File: src/logic/rf_cfg_pkg.sv
// Package with constants and types for the radio configuration bank
package rf_cfg_pkg;
  // Parameter selectors on the command port
  localparam logic [3:0] SEL_CHANNEL_MASK = 4'h0;
  localparam logic [3:0] SEL_SURVEY_EXP = 4'h1;
  localparam logic [3:0] SEL_UPPER_ID = 4'h2;
  localparam logic [3:0] SEL_LOWER_ID = 4'h3;
  localparam logic [3:0] SEL_LOW_POWER = 4'h4;
  localparam logic [3:0] SEL_DOZE = 4'h5;
  localparam logic [3:0] SEL_IDLE_WAIT = 4'h6;
  localparam logic [3:0] SEL_FW_REV = 4'h7;
  localparam logic [3:0] SEL_PWM_HOLD = 4'h8;
  // Values after reset, limits and special codes
  localparam logic [15:0] RST_CHANNEL_MASK = 16'h1FFE;
  localparam logic [7:0] RST_SURVEY_EXP = 8'h04;
  localparam logic [7:0] RST_LOW_POWER = 8'h00;
  localparam logic [15:0] RST_DOZE = 16'h0000;
  localparam logic [15:0] RST_IDLE_WAIT = 16'h1388;
  localparam logic [7:0] RST_PWM_HOLD = 8'h28;
  localparam logic [7:0] PWM_HOLD_FOREVER = 8'hFF;
  localparam logic [15:0] DOZE_MAX = 16'h68B0;
  localparam logic [7:0] SURVEY_EXP_MAX = 8'h0F;
  localparam logic [7:0] LOW_POWER_MAX = 8'h05;
  localparam logic [7:0] LOW_POWER_RSVD = 8'h03;
  localparam logic [7:0] LOW_POWER_CYC = 8'h04;
  localparam logic [7:0] LOW_POWER_CYC_PIN = 8'h05;
  // Timing, clock at 100 MHz
  localparam int CLK_NS = 10;
  localparam int SLOT_US = 15360;
  localparam int SLOT_CYC = SLOT_US * 1000 / CLK_NS;
  localparam int MS_UNIT = 1;
  localparam int MS_CYC = MS_UNIT * 1000000 / CLK_NS;
  localparam int HOLD_UNIT_MS = 100;
  localparam int HOLD_CYC = HOLD_UNIT_MS * MS_CYC;
  localparam int PWM_PERIOD_US = 8320;
  localparam int PWM_STEPS = 40;
  localparam int PWM_STEP_CYC = PWM_PERIOD_US * 1000 / CLK_NS / PWM_STEPS;
  // Strength to duty formula, offset and slope scaled by ten, divisor by a hundred
  localparam int DUTY_OFS_X10 = 2950;
  localparam int DUTY_SLOPE_X10 = 175;
  localparam int DUTY_DIV_X100 = 1024;
  // Command port request
  typedef struct packed {
    logic wr;
    logic rd;
    logic [3:0] sel;
    logic [31:0] data;
  } cfg_req_t;
  // Sleep states
  typedef enum logic [2:0] {
    SLP_AWAKE = 3'b001,
    SLP_DOZE = 3'b010,
    SLP_CHECK = 3'b100
  } sleep_state_t;
endpackage : rf_cfg_pkg

File: src/logic/rf_module_config_params.sv
// Configuration bank, signal strength meter and sleep timing of the module
//
// Overview of operation
// - Duty equals offset plus slope per dB, scaled
// - Nonzero timeout shows strength, then zero duty
// - Zero duty after power-up until first packet
// - All-ones timeout never expires the meter
// - Mask bit n enables channel 0x0B plus n
// - Mask applies to all scan kinds
// - Scan lasts channels times 2^exp times slot
// - Exponent times coordinator relocation scans too
// - Unique address read-only as two halves
// - Decode low-power choice 0 to 5
// - Cyclic sleep dozes interval, checks, redozes
// - Interval sets cyclic doze and indirect hold; zero means direct
// - Coordinator drops indirect after 2.5 intervals
// - Cyclic choices doze after idle wait in ms
// - Version word: release digits, variant, revision
// - Commit saves parameters; power-on reloads them
// - Meter period fixed, forty duty steps
module rf_module_config_params
  import rf_cfg_pkg::*;
#(
  parameter logic [31:0] UPPER_ID = 32'h0000_0001, // Arbitrary value
  parameter logic [31:0] LOWER_ID = 32'h0000_0002, // Arbitrary value
  parameter logic [15:0] FW_REV = 16'h1080, // Arbitrary value
  parameter int SLOT_CYCLES = SLOT_CYC,
  parameter int MS_CYCLES = MS_CYC,
  parameter int HOLD_CYCLES = HOLD_CYC,
  parameter int STEP_CYCLES = PWM_STEP_CYC
)
(
  input wire logic clock,
  input wire logic rst,
  input wire cfg_req_t req,         // Read or write of one parameter
  input wire logic commit,          // Save parameters to store
  output logic [31:0] rd_data,      // Read answer
  output logic rd_valid,            // Read answer strobe
  output logic [95:0] save_image,   // Image written to store
  output logic save_strobe,         // Store write pulse
  input wire logic [95:0] load_image, // Image held in store
  input wire logic load_valid,      // Store holds a saved image
  input wire logic pkt_rx,          // Packet received pulse
  input wire logic [6:0] pkt_margin_db, // Its dB above sensitivity
  output logic pwm_out,             // Signal strength meter
  input wire logic scan_start,      // Any scan request
  output logic [4:0] scan_channel,  // Channel being scanned
  output logic scan_busy,           // Scan in progress
  output logic scan_done,           // Scan finished pulse
  input wire logic activity,        // Serial or radio traffic
  input wire logic data_pending,    // Data seen at wake check
  input wire logic is_coordinator,  // Coordinator role
  input wire logic indirect_start,  // Indirect message queued
  output logic indirect_drop,       // Indirect message expired
  output logic direct_delivery,     // Interval zero: direct
  output logic asleep,              // Doze state
  output logic pin_sleep_enable,    // Choice 1 or 2
  output logic pin_wake_enable      // Choice 5
);
  logic [15:0] mask_reg, mask_next;       // Channel mask
  logic [7:0] exp_reg, exp_next;          // Survey exponent
  logic [7:0] lp_reg, lp_next;            // Low-power choice
  logic [15:0] doze_reg, doze_next;       // Doze interval
  logic [15:0] idle_reg, idle_next;       // Idle wait
  logic [7:0] hold_reg, hold_next;        // Meter timeout
  logic loaded_reg, loaded_next;          // Image loaded once
  logic [31:0] rdd_reg, rdd_next;
  logic rdv_reg, rdv_next;
  logic cyclic;

  // Parameter writes, reads and power-on reload
  always_comb
  begin
    mask_next = mask_reg;
    exp_next = exp_reg;
    lp_next = lp_reg;
    doze_next = doze_reg;
    idle_next = idle_reg;
    hold_next = hold_reg;
    loaded_next = 1'b1;
    rdv_next = req.rd;
    rdd_next = 32'h0000_0000;
    if (!loaded_reg && load_valid)
    begin
      // Reload last committed values
      mask_next = load_image[15:0];
      exp_next = load_image[23:16];
      lp_next = load_image[31:24];
      doze_next = load_image[47:32];
      idle_next = load_image[63:48];
      hold_next = load_image[71:64];
    end
    else if (req.wr)
    begin
      case (req.sel)
        SEL_CHANNEL_MASK: mask_next = req.data[15:0];
        SEL_SURVEY_EXP:
          if (req.data[7:0] <= SURVEY_EXP_MAX) exp_next = req.data[7:0];
        SEL_LOW_POWER: // Reserved and out of range ignored
          if (req.data[7:0] <= LOW_POWER_MAX
              && req.data[7:0] != LOW_POWER_RSVD) lp_next = req.data[7:0];
        SEL_DOZE:
          if (req.data[15:0] <= DOZE_MAX) doze_next = req.data[15:0];
        SEL_IDLE_WAIT: idle_next = req.data[15:0];
        SEL_PWM_HOLD: hold_next = req.data[7:0];
        default: ; // Identity words stay fixed
      endcase
    end
    case (req.sel)
      SEL_CHANNEL_MASK: rdd_next = {16'h0000, mask_reg};
      SEL_SURVEY_EXP: rdd_next = {24'h000000, exp_reg};
      SEL_UPPER_ID: rdd_next = UPPER_ID;
      SEL_LOWER_ID: rdd_next = LOWER_ID;
      SEL_LOW_POWER: rdd_next = {24'h000000, lp_reg};
      SEL_DOZE: rdd_next = {16'h0000, doze_reg};
      SEL_IDLE_WAIT: rdd_next = {16'h0000, idle_reg};
      SEL_FW_REV: rdd_next = {16'h0000, FW_REV};
      SEL_PWM_HOLD: rdd_next = {24'h000000, hold_reg};
      default: rdd_next = 32'h0000_0000;
    endcase
    if (!req.rd) rdd_next = rdd_reg;
  end

  // Register bank
  always_ff @(posedge clock or posedge rst)
  begin
    if (rst)
    begin
      mask_reg <= RST_CHANNEL_MASK;
      exp_reg <= RST_SURVEY_EXP;
      lp_reg <= RST_LOW_POWER;
      doze_reg <= RST_DOZE;
      idle_reg <= RST_IDLE_WAIT;
      hold_reg <= RST_PWM_HOLD;
      loaded_reg <= 1'b0;
      rdd_reg <= 32'h0000_0000;
      rdv_reg <= 1'b0;
    end
    else
    begin
      mask_reg <= mask_next;
      exp_reg <= exp_next;
      lp_reg <= lp_next;
      doze_reg <= doze_next;
      idle_reg <= idle_next;
      hold_reg <= hold_next;
      loaded_reg <= loaded_next;
      rdd_reg <= rdd_next;
      rdv_reg <= rdv_next;
    end
  end

  assign rd_data = rdd_reg;
  assign rd_valid = rdv_reg;
  assign save_image = {24'h000000, hold_reg, idle_reg, doze_reg, lp_reg,
                       exp_reg, mask_reg};
  assign save_strobe = commit;

  // Meter: duty steps from margin, hold timer, step counters
  logic [5:0] duty_reg, duty_next;        // High steps of forty
  logic [5:0] step_reg, step_next;
  logic [31:0] tick_reg, tick_next;
  logic [31:0] hold_cyc_reg, hold_cyc_next;
  logic [7:0] hold_cnt_reg, hold_cnt_next;
  logic pwm_reg, pwm_next;
  int unsigned pct_x10;
  always_comb
  begin
    // Percent times ten, then steps of 2.5 percent
    // One tenth of a percent kept so the step floor is not taken twice
    pct_x10 = ((DUTY_OFS_X10 + DUTY_SLOPE_X10 * int'(pkt_margin_db)) * 100)
              / DUTY_DIV_X100;
    duty_next = duty_reg;
    hold_cnt_next = hold_cnt_reg;
    hold_cyc_next = hold_cyc_reg;
    if (pkt_rx)
    begin
      duty_next = (pct_x10 * PWM_STEPS / 1000 > PWM_STEPS) ?
                  6'(PWM_STEPS) : 6'(pct_x10 * PWM_STEPS / 1000);
      hold_cnt_next = hold_reg;
      hold_cyc_next = 32'h0000_0000;
    end
    else if (hold_reg != PWM_HOLD_FOREVER && hold_reg != 8'h00
             && duty_reg != 6'h00)
    begin
      if (hold_cyc_reg >= 32'(HOLD_CYCLES - 1))
      begin
        hold_cyc_next = 32'h0000_0000;
        if (hold_cnt_reg <= 8'h01)
        begin
          duty_next = 6'h00; // Timeout drops duty
          hold_cnt_next = 8'h00;
        end
        else
          hold_cnt_next = hold_cnt_reg - 8'h01;
      end
      else
        hold_cyc_next = hold_cyc_reg + 32'h0000_0001;
    end
    tick_next = tick_reg + 32'h0000_0001;
    step_next = step_reg;
    if (tick_reg >= 32'(STEP_CYCLES - 1))
    begin
      tick_next = 32'h0000_0000;
      step_next = (step_reg == 6'(PWM_STEPS - 1)) ? 6'h00
                  : step_reg + 6'h01;
    end
    pwm_next = (step_reg < duty_reg);
  end

  always_ff @(posedge clock or posedge rst)
  begin
    if (rst)
    begin
      duty_reg <= 6'h00; // Zero duty until a packet
      step_reg <= 6'h00;
      tick_reg <= 32'h0000_0000;
      hold_cyc_reg <= 32'h0000_0000;
      hold_cnt_reg <= 8'h00;
      pwm_reg <= 1'b0;
    end
    else
    begin
      duty_reg <= duty_next;
      step_reg <= step_next;
      tick_reg <= tick_next;
      hold_cyc_reg <= hold_cyc_next;
      hold_cnt_reg <= hold_cnt_next;
      pwm_reg <= pwm_next;
    end
  end
  assign pwm_out = pwm_reg;

  // Scan sequencer, any scan kind walks masked channels
  logic [4:0] ch_reg, ch_next;
  logic busy_reg, busy_next;
  logic done_reg, done_next;
  logic [47:0] dwell_reg, dwell_next;
  always_comb
  begin
    ch_next = ch_reg;
    busy_next = busy_reg;
    done_next = 1'b0;
    dwell_next = dwell_reg;
    if (!busy_reg && scan_start)
    begin
      if (mask_reg == 16'h0000)
        done_next = 1'b1; // Empty mask
      else
      begin
        busy_next = 1'b1;
        ch_next = 5'h00;
        dwell_next = 48'h0;
      end
    end
    else if (busy_reg)
    begin
      if (!mask_reg[ch_reg[3:0]]) // Skip disabled
        dwell_next = 48'(SLOT_CYCLES) << exp_reg[3:0];
      else
        dwell_next = dwell_reg + 48'h1;
      if (dwell_next >= (48'(SLOT_CYCLES) << exp_reg[3:0]))
      begin
        dwell_next = 48'h0;
        if (ch_reg == 5'h0F)
        begin
          busy_next = 1'b0;
          done_next = 1'b1;
        end
        else
          ch_next = ch_reg + 5'h01;
      end
    end
  end
  always_ff @(posedge clock or posedge rst)
  begin
    if (rst)
    begin
      ch_reg <= 5'h00;
      busy_reg <= 1'b0;
      done_reg <= 1'b0;
      dwell_reg <= 48'h0;
    end
    else
    begin
      ch_reg <= ch_next;
      busy_reg <= busy_next;
      done_reg <= done_next;
      dwell_reg <= dwell_next;
    end
  end
  assign scan_channel = ch_reg + 5'h0B;
  assign scan_busy = busy_reg;
  assign scan_done = done_reg;

  // Sleep cycle and indirect hold timer
  sleep_state_t st_reg, st_next;
  logic [31:0] ms_reg, ms_next;
  logic [31:0] units_reg, units_next;
  logic [31:0] ind_reg, ind_next;
  logic ind_on_reg, ind_on_next, drop_reg, drop_next;
  logic ms_tick;
  assign cyclic = (lp_reg == LOW_POWER_CYC || lp_reg == LOW_POWER_CYC_PIN);
  assign ms_tick = (ms_reg >= 32'(MS_CYCLES - 1));
  always_comb
  begin
    ms_next = ms_tick ? 32'h0 : ms_reg + 32'h1;
    units_next = units_reg;
    st_next = st_reg;
    case (st_reg)
      SLP_AWAKE:
      begin
        if (activity || !cyclic) units_next = 32'h0;
        else if (ms_tick) units_next = units_reg + 32'h1;
        if (cyclic && units_reg >= 32'(idle_reg))
        begin
          st_next = SLP_DOZE;
          units_next = 32'h0;
        end
      end
      SLP_DOZE:
      begin
        if (ms_tick) units_next = units_reg + 32'h1;
        if (units_reg >= 32'(doze_reg) * 32'd10)
          st_next = SLP_CHECK;
      end
      SLP_CHECK:
      begin
        units_next = 32'h0;
        st_next = data_pending ? SLP_AWAKE : SLP_DOZE;
      end
      default: st_next = SLP_AWAKE;
    endcase
    // Indirect hold of 2.5 intervals, in ms: 25 per unit
    ind_on_next = ind_on_reg;
    ind_next = ind_reg;
    drop_next = 1'b0;
    if (indirect_start && is_coordinator && doze_reg != 16'h0000)
    begin
      ind_on_next = 1'b1;
      ind_next = 32'h0;
    end
    else if (ind_on_reg && ms_tick)
    begin
      ind_next = ind_reg + 32'h1;
      if (ind_reg + 32'h1 >= 32'(doze_reg) * 32'd25)
      begin
        drop_next = 1'b1;
        ind_on_next = 1'b0;
      end
    end
  end
  always_ff @(posedge clock or posedge rst)
  begin
    if (rst)
    begin
      st_reg <= SLP_AWAKE;
      ms_reg <= 32'h0;
      units_reg <= 32'h0;
      ind_reg <= 32'h0;
      ind_on_reg <= 1'b0;
      drop_reg <= 1'b0;
    end
    else
    begin
      st_reg <= cyclic ? st_next : SLP_AWAKE;
      ms_reg <= ms_next;
      units_reg <= units_next;
      ind_reg <= ind_next;
      ind_on_reg <= ind_on_next;
      drop_reg <= drop_next;
    end
  end
  assign asleep = (st_reg == SLP_DOZE);
  assign indirect_drop = drop_reg;
  assign direct_delivery = (doze_reg == 16'h0000);
  assign pin_sleep_enable = (lp_reg == 8'h01 || lp_reg == 8'h02);
  assign pin_wake_enable = (lp_reg == LOW_POWER_CYC_PIN);

  // Checks
  read_id_a: assert property (@(posedge clock) disable iff (rst)
    req.rd && req.sel == SEL_UPPER_ID |=> rd_data == UPPER_ID)
    else $error("upper id read wrong");
  hold_off_a: assert property (@(posedge clock) disable iff (rst)
    hold_reg == PWM_HOLD_FOREVER && !pkt_rx |=> $stable(duty_reg))
    else $error("meter expired in forever mode");
  empty_scan_a: assert property (@(posedge clock) disable iff (rst)
    !busy_reg && scan_start && mask_reg == 16'h0 |=> scan_done)
    else $error("empty scan not immediate");
  no_sleep_a: assert property (@(posedge clock) disable iff (rst)
    !cyclic |=> !asleep)
    else $error("doze outside cyclic choice");
  // A channel held for more than one cycle must be enabled in the mask
  chan_map_a: assert property (@(posedge clock) disable iff (rst)
    scan_busy && $past(scan_busy) && $stable(scan_channel)
    |-> mask_reg[4'(scan_channel - 5'h0B)])
    else $error("dwell on disabled channel");
  step_max_a: assert property (@(posedge clock) disable iff (rst)
    step_reg < 6'(PWM_STEPS))
    else $error("step past forty");
  rsvd_lp_a: assert property (@(posedge clock) disable iff (rst)
    lp_reg != LOW_POWER_RSVD && lp_reg <= LOW_POWER_MAX)
    else $error("bad low power choice");
  commit_a: assert property (@(posedge clock) disable iff (rst)
    commit |-> save_strobe && save_image[15:0] == mask_reg)
    else $error("commit image wrong");
  // First cycle after reset takes the stored mask
  reload_a: assert property (@(posedge clock) disable iff (rst)
    !loaded_reg && load_valid |=> mask_reg == $past(load_image[15:0]))
    else $error("stored image not reloaded");
endmodule // rf_module_config_params

File: config.mk
export PLATFORM = sky130hd
export DESIGN_NAME = rf_module_config_params
export DESIGN_NICKNAME = d
export VERILOG_FILES = /design/src/logic/rf_cfg_pkg.sv /design/src/logic/rf_module_config_params.sv
export SDC_FILE = /design/constraint.sdc
export NUM_CORES = 1
export LEC_CHECK = 0
export ABC_AREA = 1
export BUFFER_PORTS_ARGS = -buffer_cell sky130_fd_sc_hd__buf_2
export CAP_MARGIN = 20
export CORE_MARGIN = 2
export CORE_UTILIZATION = 30
export DETAILED_ROUTE_END_ITERATION = 10
export GPL_ROUTABILITY_DRIVEN = 0
export GPL_TIMING_DRIVEN = 0
export PLACE_DENSITY = 0.43
export SYNTH_ARGS = -nofsm -noshare
export SYNTH_HDL_FRONTEND = slang
export SYNTH_SLANG_ARGS = --single-unit
File: constraint.sdc
create_clock -name clock -period 31.4 [get_ports clock]
set_clock_uncertainty 0.1 [all_clocks]
set_input_delay 3.14 -clock clock [delete_from_list [all_inputs] [get_ports clock]]
set_output_delay 3.14 -clock clock [all_outputs]
set_load 0.01 [all_outputs]
==> summary.md <==
| Metric | Value |
|---|---|
| Hold Vio Cnt, Final | `0` |
| CP required | `31770 ps` |
| Worst-path clk slew | `60 ps` |
| Tightest Pin Transition | `947 ps` |
| WS Path Type | `input port to flip-flop` |
| Filler cells | `9647` |
| Post-layout minimum cycle time | `15490 ps` |
| Final Slew Violations | `0` |
| Seq/Total Area, Yosys | `30.7%` |
| Hold_buf cts | `0` |
| Worst Setup EP | `duty_reg[3]` |
| Worst R2R Start | `dwell_reg[0]` |
| Fmax | `0.0645 GHz` |
| Cts bufs inserted | `42` |
| Via/cell ratio | `4.74` |
| Syn. warnings | `0` |
| Yosys top cell by area | `dfrtp_1` |
| CTS resizes | `0` |
| I/O pin count | `294` |
| Core box area | `89600 sq um` |
| Max_cap viols | `0` |
| DR iter-0 viols | `1413` |
| Initial antenna violation count | `9` |
| # DRC | `0` |
| Ratio of cells with drive above 1 in the final layout | `12.8%` |
| Worst Setup SP | `pkt_margin_db[4]` |
| Fin crit share | `49.3%` |
| Type of origin of the critical path | `input port` |
| Setup TNS | `0 ps` |
| Critical-path maximum fanout | `10` |
| Initial Util | `30.2%` |
| Worst-case reg-to-reg path depth | `30` |
| CTS Buffer Depth | `3` |
| Hold Path Class | `flip-flop to flip-flop` |
| Syn_area_per_cell | `7.67 sq um` |
| Wire length per cell | `17.3 um` |
| Row count | `110` |
| Worst path slowest cell | `fa_1` |
| Hpwl dp | `71500 um` |
| Number of post-CTS setup repair buffers | `0` |
| Post-Route WL | `87800 um` |
| Crit. End Element | `flip-flop` |
| Port bufs | `211` |
| Count leader, synth | `inv_1` |
| Largest net degree at the start of global routing | `115` |
| FF-to-FF End | `dwell_reg[2]` |
| Post-route ant nets | `0` |
| Status | `completed` |
| Crit path depth | `80` |
| CTS tree | `yes` |
| Synth top area share | `28.7%` |
| Max reg flops | `48` |
| Largest delay contributor family on the critical path | `simple AND/OR/NAND/NOR gates` |
| Util after Layout | `35.0%` |
| Syn Inst Count | `3525` |
| Arrival @ worst endpoint | `15870 ps` |
| Area growth syn-to-layout | `16.1%` |
| WP buf/inv | `10` |
| Chip width | `304 um` |
| Area contributors post-synth | `dfrtp_1 (29%), ha_1 (14%), inv_1 (8.7%), nand2_1 (8.0%), nor2_1 (4.1%)` |
| Distinct cells, synth | `70` |
| Cell area after synthesis | `27000 sq um` |
| Final net count | `4343` |
| Reg2Reg Setup Slack | `25350 ps` |
| Top FF cell, synth | `dfrtp_1` |
| Slew headroom | `36.3%` |
| Number of global-route vias before repair | `23800` |
| TritonRoute pass-1 iters | `5` |
| CP max stage delay | `540 ps` |
| FF+latch count, synth | `331` |
| First-pass GRT wire length | `138000 um` |
| GR Util All Layers | `18.9%` |
| EDFF count, synth | `0` |
| Commonest cells in the netlist | `inv_1 (624), nand2_1 (574), dfrtp_1 (310)` |
| Clock Latency Late Sink | `580 ps` |
| Vias | `24000` |
| Clock Sinks | `331` |
| Die area | `92500 sq um` |
| Setup violations, final | `0` |
| Die Y | `304 um` |
| H-tree lvl count | `2` |
| Root buf cell | `clkbuf_16` |
| RSZ-0062 raised after global routing | `false` |
| Total congestion overflow | `0` |
| Post-synthesis async set-or-reset flop share | `100%` |
-- cell type report --
| class | count | area [sq um] | share of cell area, % |
|---|---|---|---|
| diodes | 2 | 5.00 | 0.0159 |
| well taps | 1176 | 1470 | 4.69 |
| inverters | 652 | 2460 | 7.83 |
| repair buffers | 214 | 1120 | 3.56 |
| clock buffers | 63 | 1260 | 4.02 |
| plain buffers | 104 | 562 | 1.79 |
| flip-flops and latches | 331 | 8310 | 26.5 |
| multi-input cells | 2509 | 16000 | 50.9 |
| clock inverters | 14 | 225 | 0.718 |
-- kinds of logic (layout without fill, tap and decap cells) --
group,Yosys count,in the layout,share of synthesized area (%)
AOI/OAI and AO/OA,590,590,13.3
xor gates and xnor gates,141,141,4.57
adders and majority gates,338,338,16.7
buffers and inverters,756,1047,11.1
DFF,331,331,30.7
muxes,3,3,0.111
other,2,75,0.0278
and+or+nand+nor,1364,1364,23.4
-- worst min-delay path by stage --
stage,slack [ps],to,from,cells past startpoint
6_report,360,ms_reg[0],ms_reg[0],1
3_5_place_dp,350,tick_reg[0],tick_reg[0],1
4_1_cts,370,ms_reg[0],ms_reg[0],1
2_1_floorplan,330,ms_reg[0],ms_reg[0],1
5_1_grt,400,ms_reg[0],ms_reg[0],1
3_3_place_gp,360,tick_reg[0],tick_reg[0],1
-- layer usage --
layer | vias to the layer above | wire (um) | track usage (%)
met5 | - | 48 | 0
met4 | 8 | 2550 | 5.44
met3 | 106 | 5770 | 4.00
met2 | 529 | 38300 | 29.8
met1 | 11200 | 41200 | 26.0
li1 | 12200 | - | -
-- stage by stage --
step	cells	hold slack, ps	instance area, sq um	setup slack (ps)
after floorplan	3596	333	27300	16890
after global placement	4983	359	29800	14100
after detailed placement	4986	353	29900	15130
after CTS	5063	365	31400	15760
after global routing	5065	397	31400	14480
final	5065	360	31400	15910
-- layout by cell type (no fill, tap or decap), types with 39 or more instances in the layout --
| master | count |
|---|---|
| dfrtp_1 | 310 |
| inv_1 | 623 |
| buf_2 | 213 |
| a21oi_1 | 146 |
| clkbuf_16 | 43 |
| xor2_1 | 116 |
| nand2_1 | 574 |
| clkbuf_1 | 63 |
| nor2_1 | 293 |
| nor3_1 | 69 |
| o22ai_1 | 58 |
| nand3_1 | 179 |
| o21ai_0 | 179 |
| ha_1 | 300 |
| nand4_1 | 56 |
| nand2_2 | 39 |
| buf_4 | 42 |
| conb_1 | 73 |
| nor4_1 | 45 |
Power is not shown: default switching activity piles up to over one toggle a cycle in this logic, so the estimate is an artifact.
